$ cat config.mk
export PLATFORM = sky130hd
export DESIGN_NAME = csc_top
export DESIGN_NICKNAME = d
export VERILOG_FILES = /design/src/hdl/csc_pkg.sv /design/src/hdl/csc_top.sv
export SDC_FILE = /design/constraint.sdc
export NUM_CORES = 1
export LEC_CHECK = 0
export BUFFER_PORTS_ARGS = -buffer_cell sky130_fd_sc_hd__buf_2
export CAP_MARGIN = 15
export CORE_UTILIZATION = 30
export DETAILED_ROUTE_END_ITERATION = 8
export SETUP_SLACK_MARGIN = 0.1
export SYNTH_ARGS = -nofsm -noshare
export SYNTH_HDL_FRONTEND = slang
export SYNTH_SLANG_ARGS = --single-unit
$ cat constraint.sdc
create_clock -name clock -period 4.64 [get_ports clock]
set_clock_uncertainty 0.2 [all_clocks]
set_input_delay 0.696 -clock clock [delete_from_list [all_inputs] [get_ports clock]]
set_output_delay 0.696 -clock clock [all_outputs]
set_load 0.02 [all_outputs]
$ cat src/hdl/csc_pkg.sv
// package: register map, field layout and types of the camera strobe capture block
`default_nettype none
package csc_pkg;

  // ----------------------------------------------------------------
  // register indices (byte address = index * 4)
  // ----------------------------------------------------------------
  localparam int unsigned ADDR_W              = 16;
  localparam logic [15:0] IDX_LINE_DELAY      = 16'h2020;
  localparam logic [15:0] IDX_PULSE_WIDTH     = 16'h2022;
  localparam logic [15:0] IDX_STROBE_SETTING  = 16'h2024;
  localparam logic [15:0] IDX_CAPTURE_STATUS  = 16'h2026;
  localparam logic [15:0] IDX_CAPTURE_CTRL    = 16'h2030;
  localparam logic [15:0] IDX_CAPTURE_CMD     = 16'h2032;
  localparam logic [15:0] IDX_INT_STATUS      = 16'h2034;
  localparam logic [15:0] IDX_INT_MASK        = 16'h2036;
  localparam int unsigned IDX_SHIFT           = 2;

  // ----------------------------------------------------------------
  // field positions
  // ----------------------------------------------------------------
  localparam int unsigned SET_REQ_FLAG        = 15;
  localparam int unsigned SET_CAM_EN          = 11;
  localparam int unsigned SET_DELAY_LSB       = 4;
  localparam int unsigned SET_POLARITY        = 1;
  localparam int unsigned SET_PORT_EN         = 0;
  localparam int unsigned ST_BUSY             = 3;
  localparam int unsigned ST_STARTED          = 2;
  localparam int unsigned ST_FRAME_INT        = 1;
  localparam int unsigned CTRL_CAM_EN         = 0;
  localparam int unsigned CTRL_SINGLE         = 1;
  localparam int unsigned CMD_SW_RESET        = 0;
  localparam int unsigned CMD_STOP            = 2;
  localparam int unsigned CMD_START           = 3;
  localparam int unsigned EV_FRAME_DONE       = 0;
  localparam int unsigned EV_CAM_REQUEST      = 1;
  localparam int unsigned EV_STROBE_START     = 2;
  localparam int unsigned NUM_EVENTS          = 3;

  // ----------------------------------------------------------------
  // reset values and timing
  // ----------------------------------------------------------------
  localparam logic [15:0] LINE_DELAY_RST      = 16'h0000;
  localparam logic [15:0] PULSE_WIDTH_RST     = 16'h0000;
  localparam logic [3:0]  CAP_DELAY_RST       = 4'h0;
  localparam logic        STARTED_RST         = 1'b1;
  localparam logic [2:0]  REQ_HOLD_CLKS       = 3'h4;

  typedef struct packed {
    logic pclk;
    logic frame_ref;
    logic line_ref;
  } csc_cam_type;

  typedef enum logic [1:0] {
    CSC_IDLE       = 2'b00,
    CSC_WAIT_FRAME = 2'b01,
    CSC_DELAY      = 2'b11,
    CSC_PULSE      = 2'b10
  } csc_state_type;

endpackage
`default_nettype wire

$ cat src/hdl/csc_top.sv
// camera strobe timing generator with capture status and apb register file
//
// Contract
// - read-only busy bit is one while camera frames are being captured.
// - read-only bit is one under start command, zero under stop command.
// - reset and camera software reset leave capture state at started.
// - read-only bit shows one once the frame capture interrupt occurred.
// - strobe starts programmed lines after first line falling edge in frame.
// - strobe stays active for programmed width plus one lines.
// - line high, frame low for 4 camera clocks sets request flag.
// - camera request flag clears at the end of every frame.
// - camera strobe enable lets a camera request trigger the strobe.
// - repeat mode capture delay sets frames captured after the strobe.
// - single frame mode ignores capture delay, acting as no delay.
// - delay field binary value is frame count, zero is no delay.
// - polarity bit selects active low (default) or active high strobe.
// - stop triggers strobe in repeat mode, start in single mode.
`default_nettype none
module csc_top
  import csc_pkg::*;
#(
  parameter int unsigned CNT_W = 16,
  parameter int unsigned DLY_W = 4
)(
  input  wire logic                      clock,
  input  wire logic                      nrst,
  input  wire logic                      psel,
  input  wire logic                      penable,
  input  wire logic                      pwrite,
  input  wire logic [csc_pkg::ADDR_W-1:0] paddr,
  input  wire logic [31:0]               pwdata,
  output logic      [31:0]               prdata,
  output logic                           pready,
  output logic                           pslverr,
  input  wire csc_pkg::csc_cam_type      cam_in,
  output logic                           flash_pulse_out,
  output logic                           irq
);
  import csc_pkg::*;

  // ----------------------------------------------------------------
  // camera input synchronisers and edge detection
  // ----------------------------------------------------------------
  csc_cam_type cam_meta_reg;
  csc_cam_type cam_sync_reg;
  csc_cam_type cam_last_reg;

  always_ff @(posedge clock or negedge nrst)
  begin
    if (!nrst)
    begin
      cam_meta_reg <= '0;
      cam_sync_reg <= '0;
      cam_last_reg <= '0;
    end
    else
    begin
      cam_meta_reg <= cam_in;
      cam_sync_reg <= cam_meta_reg;
      cam_last_reg <= cam_sync_reg;
    end
  end

  logic pclk_rise;
  logic frame_start;
  logic frame_end;
  logic line_fall;
  assign pclk_rise   = cam_sync_reg.pclk & ~cam_last_reg.pclk;
  assign frame_start = cam_sync_reg.frame_ref & ~cam_last_reg.frame_ref;
  assign frame_end   = ~cam_sync_reg.frame_ref & cam_last_reg.frame_ref;
  assign line_fall   = ~cam_sync_reg.line_ref & cam_last_reg.line_ref;

  // ----------------------------------------------------------------
  // registers
  // ----------------------------------------------------------------
  logic [CNT_W-1:0]      line_delay_reg;
  logic [CNT_W-1:0]      pulse_width_reg;
  logic                  cam_strobe_en_reg;
  logic [DLY_W-1:0]      cap_delay_reg;
  logic                  polarity_reg;
  logic                  port_en_reg;
  logic                  cam_en_reg;
  logic                  single_mode_reg;
  logic [NUM_EVENTS-1:0] int_mask_reg;
  logic [NUM_EVENTS-1:0] int_stat_reg;
  logic                  cam_req_reg;
  logic                  started_reg;
  logic                  busy_reg;

  logic [ADDR_W-1:0] idx;
  logic              setup;
  logic              access;
  logic              wr;
  logic              cmd_wr;
  logic              sw_reset;
  logic              start_cmd;
  logic              stop_cmd;
  logic              hit;
  logic [31:0]       rd_value;

  assign idx       = {{IDX_SHIFT{1'b0}}, paddr[ADDR_W-1:IDX_SHIFT]};
  assign setup     = psel & ~penable;
  assign access    = psel & penable & pready;
  assign wr        = access & pwrite;
  assign cmd_wr    = wr & (idx == IDX_CAPTURE_CMD);
  assign sw_reset  = cmd_wr & pwdata[CMD_SW_RESET];
  assign start_cmd = cmd_wr & pwdata[CMD_START];
  assign stop_cmd  = cmd_wr & pwdata[CMD_STOP];

  always_comb
  begin
    hit      = 1'b1;
    rd_value = '0;
    case (idx)
      IDX_LINE_DELAY:     rd_value[CNT_W-1:0] = line_delay_reg;
      IDX_PULSE_WIDTH:    rd_value[CNT_W-1:0] = pulse_width_reg;
      IDX_STROBE_SETTING:
      begin
        rd_value[SET_REQ_FLAG]                         = cam_req_reg;
        rd_value[SET_CAM_EN]                           = cam_strobe_en_reg;
        rd_value[SET_DELAY_LSB +: DLY_W]               = cap_delay_reg;
        rd_value[SET_POLARITY]                         = polarity_reg;
        rd_value[SET_PORT_EN]                          = port_en_reg;
      end
      IDX_CAPTURE_STATUS:
      begin
        rd_value[ST_BUSY]      = busy_reg;
        rd_value[ST_STARTED]   = started_reg;
        rd_value[ST_FRAME_INT] = int_stat_reg[EV_FRAME_DONE];
      end
      IDX_CAPTURE_CTRL:
      begin
        rd_value[CTRL_CAM_EN] = cam_en_reg;
        rd_value[CTRL_SINGLE] = single_mode_reg;
      end
      IDX_CAPTURE_CMD:    rd_value = '0;
      IDX_INT_STATUS:     rd_value[NUM_EVENTS-1:0] = int_stat_reg;
      IDX_INT_MASK:       rd_value[NUM_EVENTS-1:0] = int_mask_reg;
      default:            hit = 1'b0;
    endcase
  end

  // ----------------------------------------------------------------
  // apb answer: one access cycle, no extra wait
  // ----------------------------------------------------------------
  always_ff @(posedge clock or negedge nrst)
  begin
    if (!nrst)
    begin
      pready  <= 1'b0;
      pslverr <= 1'b0;
      prdata  <= '0;
    end
    else
    begin
      pready  <= setup;
      pslverr <= setup & ~hit;
      if (setup)
        prdata <= (hit && !pwrite) ? rd_value : '0;
    end
  end

  always_ff @(posedge clock or negedge nrst)
  begin
    if (!nrst)
    begin
      line_delay_reg    <= LINE_DELAY_RST;
      pulse_width_reg   <= PULSE_WIDTH_RST;
      cam_strobe_en_reg <= 1'b0;
      cap_delay_reg     <= CAP_DELAY_RST;
      polarity_reg      <= 1'b0;
      port_en_reg       <= 1'b0;
      cam_en_reg        <= 1'b0;
      single_mode_reg   <= 1'b0;
      int_mask_reg      <= '0;
    end
    else if (wr)
    begin
      case (idx)
        IDX_LINE_DELAY:  line_delay_reg  <= pwdata[CNT_W-1:0];
        IDX_PULSE_WIDTH: pulse_width_reg <= pwdata[CNT_W-1:0];
        IDX_STROBE_SETTING:
        begin
          cam_strobe_en_reg <= pwdata[SET_CAM_EN];
          cap_delay_reg     <= pwdata[SET_DELAY_LSB +: DLY_W];
          polarity_reg      <= pwdata[SET_POLARITY];
          port_en_reg       <= pwdata[SET_PORT_EN];
        end
        IDX_CAPTURE_CTRL:
        begin
          cam_en_reg      <= pwdata[CTRL_CAM_EN];
          single_mode_reg <= pwdata[CTRL_SINGLE];
        end
        IDX_INT_MASK: int_mask_reg <= pwdata[NUM_EVENTS-1:0];
        default: ;
      endcase
    end
  end

  // ----------------------------------------------------------------
  // camera strobe request detection
  // ----------------------------------------------------------------
  logic [2:0] req_cnt_reg;
  logic       req_hold;
  logic       cam_req_set;
  assign req_hold    = cam_sync_reg.line_ref & ~cam_sync_reg.frame_ref;
  assign cam_req_set = req_hold & pclk_rise & (req_cnt_reg == REQ_HOLD_CLKS - 3'h1) & ~cam_req_reg;

  always_ff @(posedge clock or negedge nrst)
  begin
    if (!nrst)
      req_cnt_reg <= '0;
    else if (!req_hold || sw_reset)
      req_cnt_reg <= '0;
    else if (pclk_rise && req_cnt_reg != REQ_HOLD_CLKS)
      req_cnt_reg <= req_cnt_reg + 3'h1;
  end

  always_ff @(posedge clock or negedge nrst)
  begin
    if (!nrst)
      cam_req_reg <= 1'b0;
    else if (cam_req_set)
      cam_req_reg <= 1'b1;
    else if (frame_end || sw_reset)
      cam_req_reg <= 1'b0;
  end

  // ----------------------------------------------------------------
  // strobe sequencer
  // ----------------------------------------------------------------
  csc_state_type    state_reg;
  logic [CNT_W-1:0] line_cnt_reg;
  logic             trigger;
  logic             pulse_begin;

  assign trigger = port_en_reg &
                   ((stop_cmd & ~single_mode_reg) |
                    (start_cmd & single_mode_reg) |
                    (cam_req_set & cam_strobe_en_reg));
  assign pulse_begin = (state_reg == CSC_DELAY) & line_fall & ~frame_start & (line_cnt_reg == line_delay_reg);

  always_ff @(posedge clock or negedge nrst)
  begin
    if (!nrst)
    begin
      state_reg    <= CSC_IDLE;
      line_cnt_reg <= '0;
    end
    else if (sw_reset || !port_en_reg)
    begin
      state_reg    <= CSC_IDLE;
      line_cnt_reg <= '0;
    end
    else
    begin
      case (state_reg)
        CSC_IDLE:
          if (trigger)
            state_reg <= CSC_WAIT_FRAME;
        CSC_WAIT_FRAME:
          if (frame_start)
          begin
            state_reg    <= CSC_DELAY;
            line_cnt_reg <= '0;
          end
        CSC_DELAY:
          if (frame_start)
            line_cnt_reg <= '0;
          else if (line_fall)
          begin
            if (pulse_begin)
            begin
              state_reg    <= CSC_PULSE;
              line_cnt_reg <= '0;
            end
            else
              line_cnt_reg <= line_cnt_reg + CNT_W'(1);
          end
        CSC_PULSE:
          if (frame_start)
          begin
            state_reg    <= CSC_DELAY;
            line_cnt_reg <= '0;
          end
          else if (line_fall)
          begin
            if (line_cnt_reg == pulse_width_reg)
              state_reg <= CSC_IDLE;
            else
              line_cnt_reg <= line_cnt_reg + CNT_W'(1);
          end
        default: state_reg <= CSC_IDLE;
      endcase
    end
  end

  // inactive level follows polarity even while disabled, so the flash never fires by accident
  always_ff @(posedge clock or negedge nrst)
  begin
    if (!nrst)
      flash_pulse_out <= 1'b1;
    else
      flash_pulse_out <= (state_reg == CSC_PULSE) ? polarity_reg : ~polarity_reg;
  end

  // ----------------------------------------------------------------
  // capture state and frame delay after strobe
  // ----------------------------------------------------------------
  logic             single_pending_reg;
  logic             stop_wait_reg;
  logic [DLY_W-1:0] frames_left_reg;
  logic             allow;
  logic             frame_done;

  assign allow      = cam_en_reg & (single_mode_reg ? single_pending_reg
                                    : (started_reg | stop_wait_reg | (frames_left_reg != '0)));
  assign frame_done = frame_end & busy_reg;

  always_ff @(posedge clock or negedge nrst)
  begin
    if (!nrst)
      started_reg <= STARTED_RST;
    else if (sw_reset)
      started_reg <= STARTED_RST;
    else if (start_cmd)
      started_reg <= 1'b1;
    else if (stop_cmd)
      started_reg <= 1'b0;
  end

  always_ff @(posedge clock or negedge nrst)
  begin
    if (!nrst)
      single_pending_reg <= 1'b0;
    else if (sw_reset)
      single_pending_reg <= 1'b0;
    else if (start_cmd)
      single_pending_reg <= 1'b1;
    else if (frame_done && single_mode_reg)
      single_pending_reg <= 1'b0;
  end

  // in repeat mode a strobed stop keeps capturing until the strobe, then for the delay count
  always_ff @(posedge clock or negedge nrst)
  begin
    if (!nrst)
    begin
      stop_wait_reg   <= 1'b0;
      frames_left_reg <= '0;
    end
    else if (sw_reset || start_cmd)
    begin
      stop_wait_reg   <= 1'b0;
      frames_left_reg <= '0;
    end
    else if (stop_cmd)
    begin
      stop_wait_reg   <= port_en_reg & ~single_mode_reg;
      frames_left_reg <= '0;
    end
    else if (pulse_begin && stop_wait_reg)
    begin
      stop_wait_reg   <= 1'b0;
      frames_left_reg <= cap_delay_reg;
    end
    // counted at frame start, so the strobe frame itself does not use up a delay frame
    else if (frame_start && !started_reg && !stop_wait_reg && frames_left_reg != '0)
      frames_left_reg <= frames_left_reg - DLY_W'(1);
  end

  always_ff @(posedge clock or negedge nrst)
  begin
    if (!nrst)
      busy_reg <= 1'b0;
    else if (sw_reset || frame_end)
      busy_reg <= 1'b0;
    else if (frame_start)
      busy_reg <= allow;
  end

  // ----------------------------------------------------------------
  // interrupt status: read clears only the bits returned, set wins
  // ----------------------------------------------------------------
  logic [NUM_EVENTS-1:0] ev;
  logic [NUM_EVENTS-1:0] rd_clr;
  assign ev[EV_FRAME_DONE]   = frame_done;
  assign ev[EV_CAM_REQUEST]  = cam_req_set;
  assign ev[EV_STROBE_START] = pulse_begin;
  assign rd_clr = (access && !pwrite && idx == IDX_INT_STATUS) ? prdata[NUM_EVENTS-1:0] : '0;

  always_ff @(posedge clock or negedge nrst)
  begin
    if (!nrst)
      int_stat_reg <= '0;
    else
      int_stat_reg <= (int_stat_reg & ~rd_clr) | ev;
  end

  always_ff @(posedge clock or negedge nrst)
  begin
    if (!nrst)
      irq <= 1'b0;
    else
      irq <= |(int_stat_reg & int_mask_reg);
  end

endmodule
`default_nettype wire

[After elaboration in Yosys (flattened, before gate mapping)]
Index checks and enable logic that the tools add are counted.
Cells by class
  equality and inequality tests: 24
  multiplexer cells: 52
  reduce and logical (&&, ||, !) cells: 37
  bitwise operators: 45
  add/sub/neg operators: 3
Operators with widths (number)
  16-bit 2-to-1 mux: 9
  14-bit == test, second input constant: 8
  16-bit case mux with 3 select lines: 1
  16-bit == test: 2
  1-bit bitwise AND: 27
  2-bit 2-to-1 mux: 9
  16-bit by 1-bit adder with 16-bit output, second input constant: 1
  1-bit 2-to-1 mux: 16
  4-bit 2-to-1 mux: 4
  4-bit inequality test, second input constant: 3
  3-bit case mux with 2 select lines: 2
  4-bit case mux with 3 select lines: 1
  4-bit nonzero test: 3
  1-bit NOT: 10
  2-bit AND reduction: 5
  1-bit logical AND: 9
  3-bit 2-to-1 mux: 3
  3-bit by 2-bit inequality test with 1-bit output, second input constant: 3
  3-bit inequality test, second input constant: 3
  1-bit case mux with 3 select lines: 3
  3-bit nonzero test: 3
  2-bit case mux with 4 select lines: 1
  8-bit OR reduction: 1
  1-bit case mux with 7 select lines: 1
  other kinds (19): 33
Word-level totals
  output and inout bits: 36
  register bits: 122
  input bits: 56
  logic and storage cells: 194

[Logic depth before layout (Yosys ltp)]
  word-level depth: 12
  depth in mapped cells: 10
  mapped depth without buffers: 8

[Least setup slack after synthesis]
No wires, ideal clock.
  path type: in2reg
  start point: in paddr[2] in the netlist's numbering
  end point: reg line_delay_reg[10]
  required time: 4315 ps
  stages on the path: 6
  buffers on the path: 1
  setup time: 125 ps
  path slack: 1760 ps
  arrival: 2556 ps
  cells stage by stage: nor4b_1 nand3_1 or3_1 nor3_4 buf_2 mux2_2
On the way
  cells in the longest elaborated chain, start to end: 2
RTL lines
  from (decl): RTL line csc_top.sv:30  | input wire logic [csc_pkg::ADDR_W-1:0] paddr,
  14-bit == test: RTL line csc_top.sv:179  | case (idx)
  2-bit AND reduction (no source line)
  to (signal assigned): RTL line csc_top.sv:180  | IDX_LINE_DELAY: line_delay_reg <= pwdata[CNT_W-1:0];
  to (decl): RTL line csc_top.sv:76  | logic [CNT_W-1:0] line_delay_reg;
No other way between the ends.
A chain may end at the register's enable or synchronous reset.

[Worst setup path in the final report]
  start point: in paddr[2] in the netlist's numbering
  end point: reg pulse_width_reg[7]
On the way
  cells in the longest elaborated chain, start to end: 2
RTL lines
  14-bit == test: RTL line csc_top.sv:179
  2-bit AND reduction (no source line)
  to (signal assigned): RTL line csc_top.sv:181  | IDX_PULSE_WIDTH: pulse_width_reg <= pwdata[CNT_W-1:0];
  to (decl): RTL line csc_top.sv:77  | logic [CNT_W-1:0] pulse_width_reg;
No other way between the ends.

==> results.txt <==
achievable clock frequency: 0.3181 GHz
Reg2Reg Setup Slack: 1970 ps
final setup vio count: 0
non-filler cells, final: 810
most common cell in the netlist: dfrtp_1
# diodes: 0
Num CTS Buffers: 9
Layout fillers: 1800
Root Buffer Master: clkbuf_16
clk sinks: 106
DRT antenna net count: 0
critical path cell sequence: buf_2 > nor4b_1 > nand3_1 > or3_1 > nor2_2 > mux2_2
Max-Slew Margin vs Limit: 0.3583
Post-synth ARST share: 1.000
RePlAce Congestion: 0.8815
GR Overflow Total: 0
Distinct cells, synth: 62
most frequent cells after synthesis: 104 x dfrtp_1, 46 x nand2_1, 45 x mux2_2
drt first pass iters: 7
xor/xnor cell area share of the yosys netlist: 0.05748
VDD IR max: 0.1293 mV
storage element area: 0.002655 sq mm
Mapped Area: 0.005638 sq mm
register area share after synthesis: 0.4709
drt via density: 5.106
Max Used Layer: met4
layout overhead on the synthesized area: 12.52%
setup repair bufs after CTS: 0
Tmin final: 3143 ps
CTS resizes: 0
Worst R2R End: line_cnt_reg[0]
Worst EP arrival: 3190 ps
post-synthesis mux area share: 0.1274
adder-cell area share of the yosys netlist: 0.02441
vias: 4136
initial drt markers: 341
Avg Inst Size Synth: 10.70 sq um
reg-to-reg startpoint: line_cnt_reg[3]
failing checks: DRC
delay-heaviest family, CP: simple AND/OR/NAND/NOR gates
Final nets: 643
met2 wire len: 6633 um
Synth Area in Compound Gates: 0.1136
pwr dens: 292.1 mW/mm^2
EDFF count, synth: 0
Multi-input gate area: 0.002781 sq mm
Total GRT Usage: 0.1452
final period utilization: 0.6774
crit path kind: input pin to flip-flop
post-synthesis register bit count: 106
PnR worst setup slack: 1497 ps
clock latency on the worst-skew pair: 360 ps
Hold Buf Count CTS: 0
Die W: 139.1 um
routed len/inst: 16.67 um
Synth area leaders: dfrtp_1 46%, mux2_2 9.0%, mux2i_1 3.6%
max_cap viols: 0
Ys Warns: 0
Worst R2R Path Depth: 8
CP startpoint: paddr[2]
final WL: 13500 um
Core Region: 0.01821 sq mm
Synth top area share: 0.4616
DR WL met3: 533 um
Remaining DRCs: 9
Worst Tran Pin Value: 961.5 ps
placed insts: 794
Initial Utilization: 0.3096
final core occ: 0.3484
Die Height: 139.1 um
CP max-delay cell: nor2_2
cell row count: 49
ratio of cells with drive above 1 in the final layout: 0.2341
status: finished, violations left
biggest area consumer among synthesized cells: dfrtp_1
PortBufs: 57
Worst path max stage delay: 770 ps
RSZ-0062 raised after global routing: no
Die ar.: 0.01934 sq mm
vias in the first global route: 4196
pre-CTS setup slack: 1113 ps
TritonCTS clock tree: built
first-pass GRT wire length: 22110 um
WP depth: 6
Post-synth top flop: dfrtp_1
Synth Area in Simple Gates: 0.1598
antenna violations before repair: 0
Final Hold Fails: 0
Hold Path Class: flip-flop to flip-flop
H-tree level count: 3
WP data required: 4680 ps
CP Max Fanout: 16
Post-Layout Inst Area: 0.006344 sq mm
deepest clock path buffer count: 2
buffers and inverters on the worst path: 1
clock slew at reported path FFs: 70 ps
setup TNS: 0 ps
synthesized instance count: 527
Slew Limit Fails: 0
leak pwr: 3.123 nW
Detail Placement HPWL: 10050 um
Area after DPL: 0.006075 sq mm
io pins: 92
WL met1: 6084 um
CP endpoint kind: flip-flop
worst setup path end: pulse_width_reg[7]
pin count of the biggest net entering global routing: 70
CP Launch Type: input pin
largest family of logic cells by synthesized area: simple AND/OR/NAND/NOR gates
-- report_power, final --
group	total, W	internal, W	switching [W]
logic	0.000160	0.0000582	0.000102
clock network	0.000728	0.000369	0.000358
registers	0.000966	0.000947	0.0000181
total	0.00185	0.00137	0.000478
-- placed cells by master (no fill, tap or decap), types with 3 or more instances in the layout --
cell type	synthesis	final
nand3_1	13	13
buf_2	2	56
ha_1	11	11
inv_1	13	13
clkbuf_16	0	9
xnor2_1	21	21
nor3b_1	3	3
a22oi_1	5	5
nor4_1	9	9
mux2i_1	20	20
nor3_1	8	8
nand2b_1	7	7
nor2b_1	7	7
a21oi_1	5	5
buf_4	17	3
nor4b_1	4	4
nand2_1	46	46
dfrtp_1	104	104
inv_6	0	3
a21o_1	10	10
conb_1	1	16
or3_1	7	7
a22o_1	16	16
nor2_1	31	31
o21ai_1	3	3
nand4_1	4	4
mux2_2	45	45
o21bai_1	6	6
xor2_1	16	16
or2_2	3	3
a211oi_1	5	5
o21ai_0	28	28
and3_1	6	6
o211ai_1	3	3
-- metrics by stage --
| step | hold WS (ps) | total power, W |
|---|---|---|
| after floorplan | 131.2 | 0.001084 |
| after global placement | 143.3 | 0.001135 |
| after detailed placement | 145.7 | 0.001147 |
| after CTS | 162.3 | 0.001876 |
| after global routing | 167.1 | 0.001924 |
| final | 154.6 | 0.001853 |
-- metal layers --
metal	global-route usage	vias to the layer above
met4	0.06199	0
li1	-	1939
met2	0.2499	107
met1	0.1807	2075
met5	0	-
met3	0.02244	15
-- logic make-up (layout without fill, tap and decap cells) --
group / Yosys count / count (layout)
AO/OA/AOI/OAI: 93 / 93
XOR/XNOR: 37 / 37
adder cells (fa/ha/maj): 11 / 11
buffers and inverters: 49 / 88
flip-flops: 106 / 106
multiplexers: 66 / 66
other: 1 / 16
AND/OR/NAND/NOR: 164 / 164
-- area by class of cell --
| class | count | area share |
|---|---|---|
| clock inverters | 5 | 0.005720 |
| flip-flops and latches | 106 | 0.4185 |
| clock buffers | 11 | 0.03669 |
| multi-input cells | 387 | 0.4385 |
| repair buffers | 59 | 0.04773 |
| well taps | 229 | 0.04517 |
| inverters | 13 | 0.007692 |
-- worst min path at each step --
stage,endpoint,start,depth (start not counted)
floorplan,cam_sync_reg[0],cam_meta_reg[0],0
global placement,cam_sync_reg[2],cam_meta_reg[2],0
detailed placement,cam_sync_reg[1],cam_meta_reg[1],0
CTS,cam_sync_reg[1],cam_meta_reg[1],0
global route,cam_sync_reg[1],cam_meta_reg[1],0
finish,cam_sync_reg[1],cam_meta_reg[1],0
-- worst reg2reg max path, cell delays in order (launching register included) --
cell	delay, ps
dfrtp_1	450
xnor2_1	280
nand4_1	180
nor4_1	540
nor4_1	130
nor3_2	150
buf_4	260
nand2b_1	250
o21ai_0	110
(Power assumes the default switching activity.)
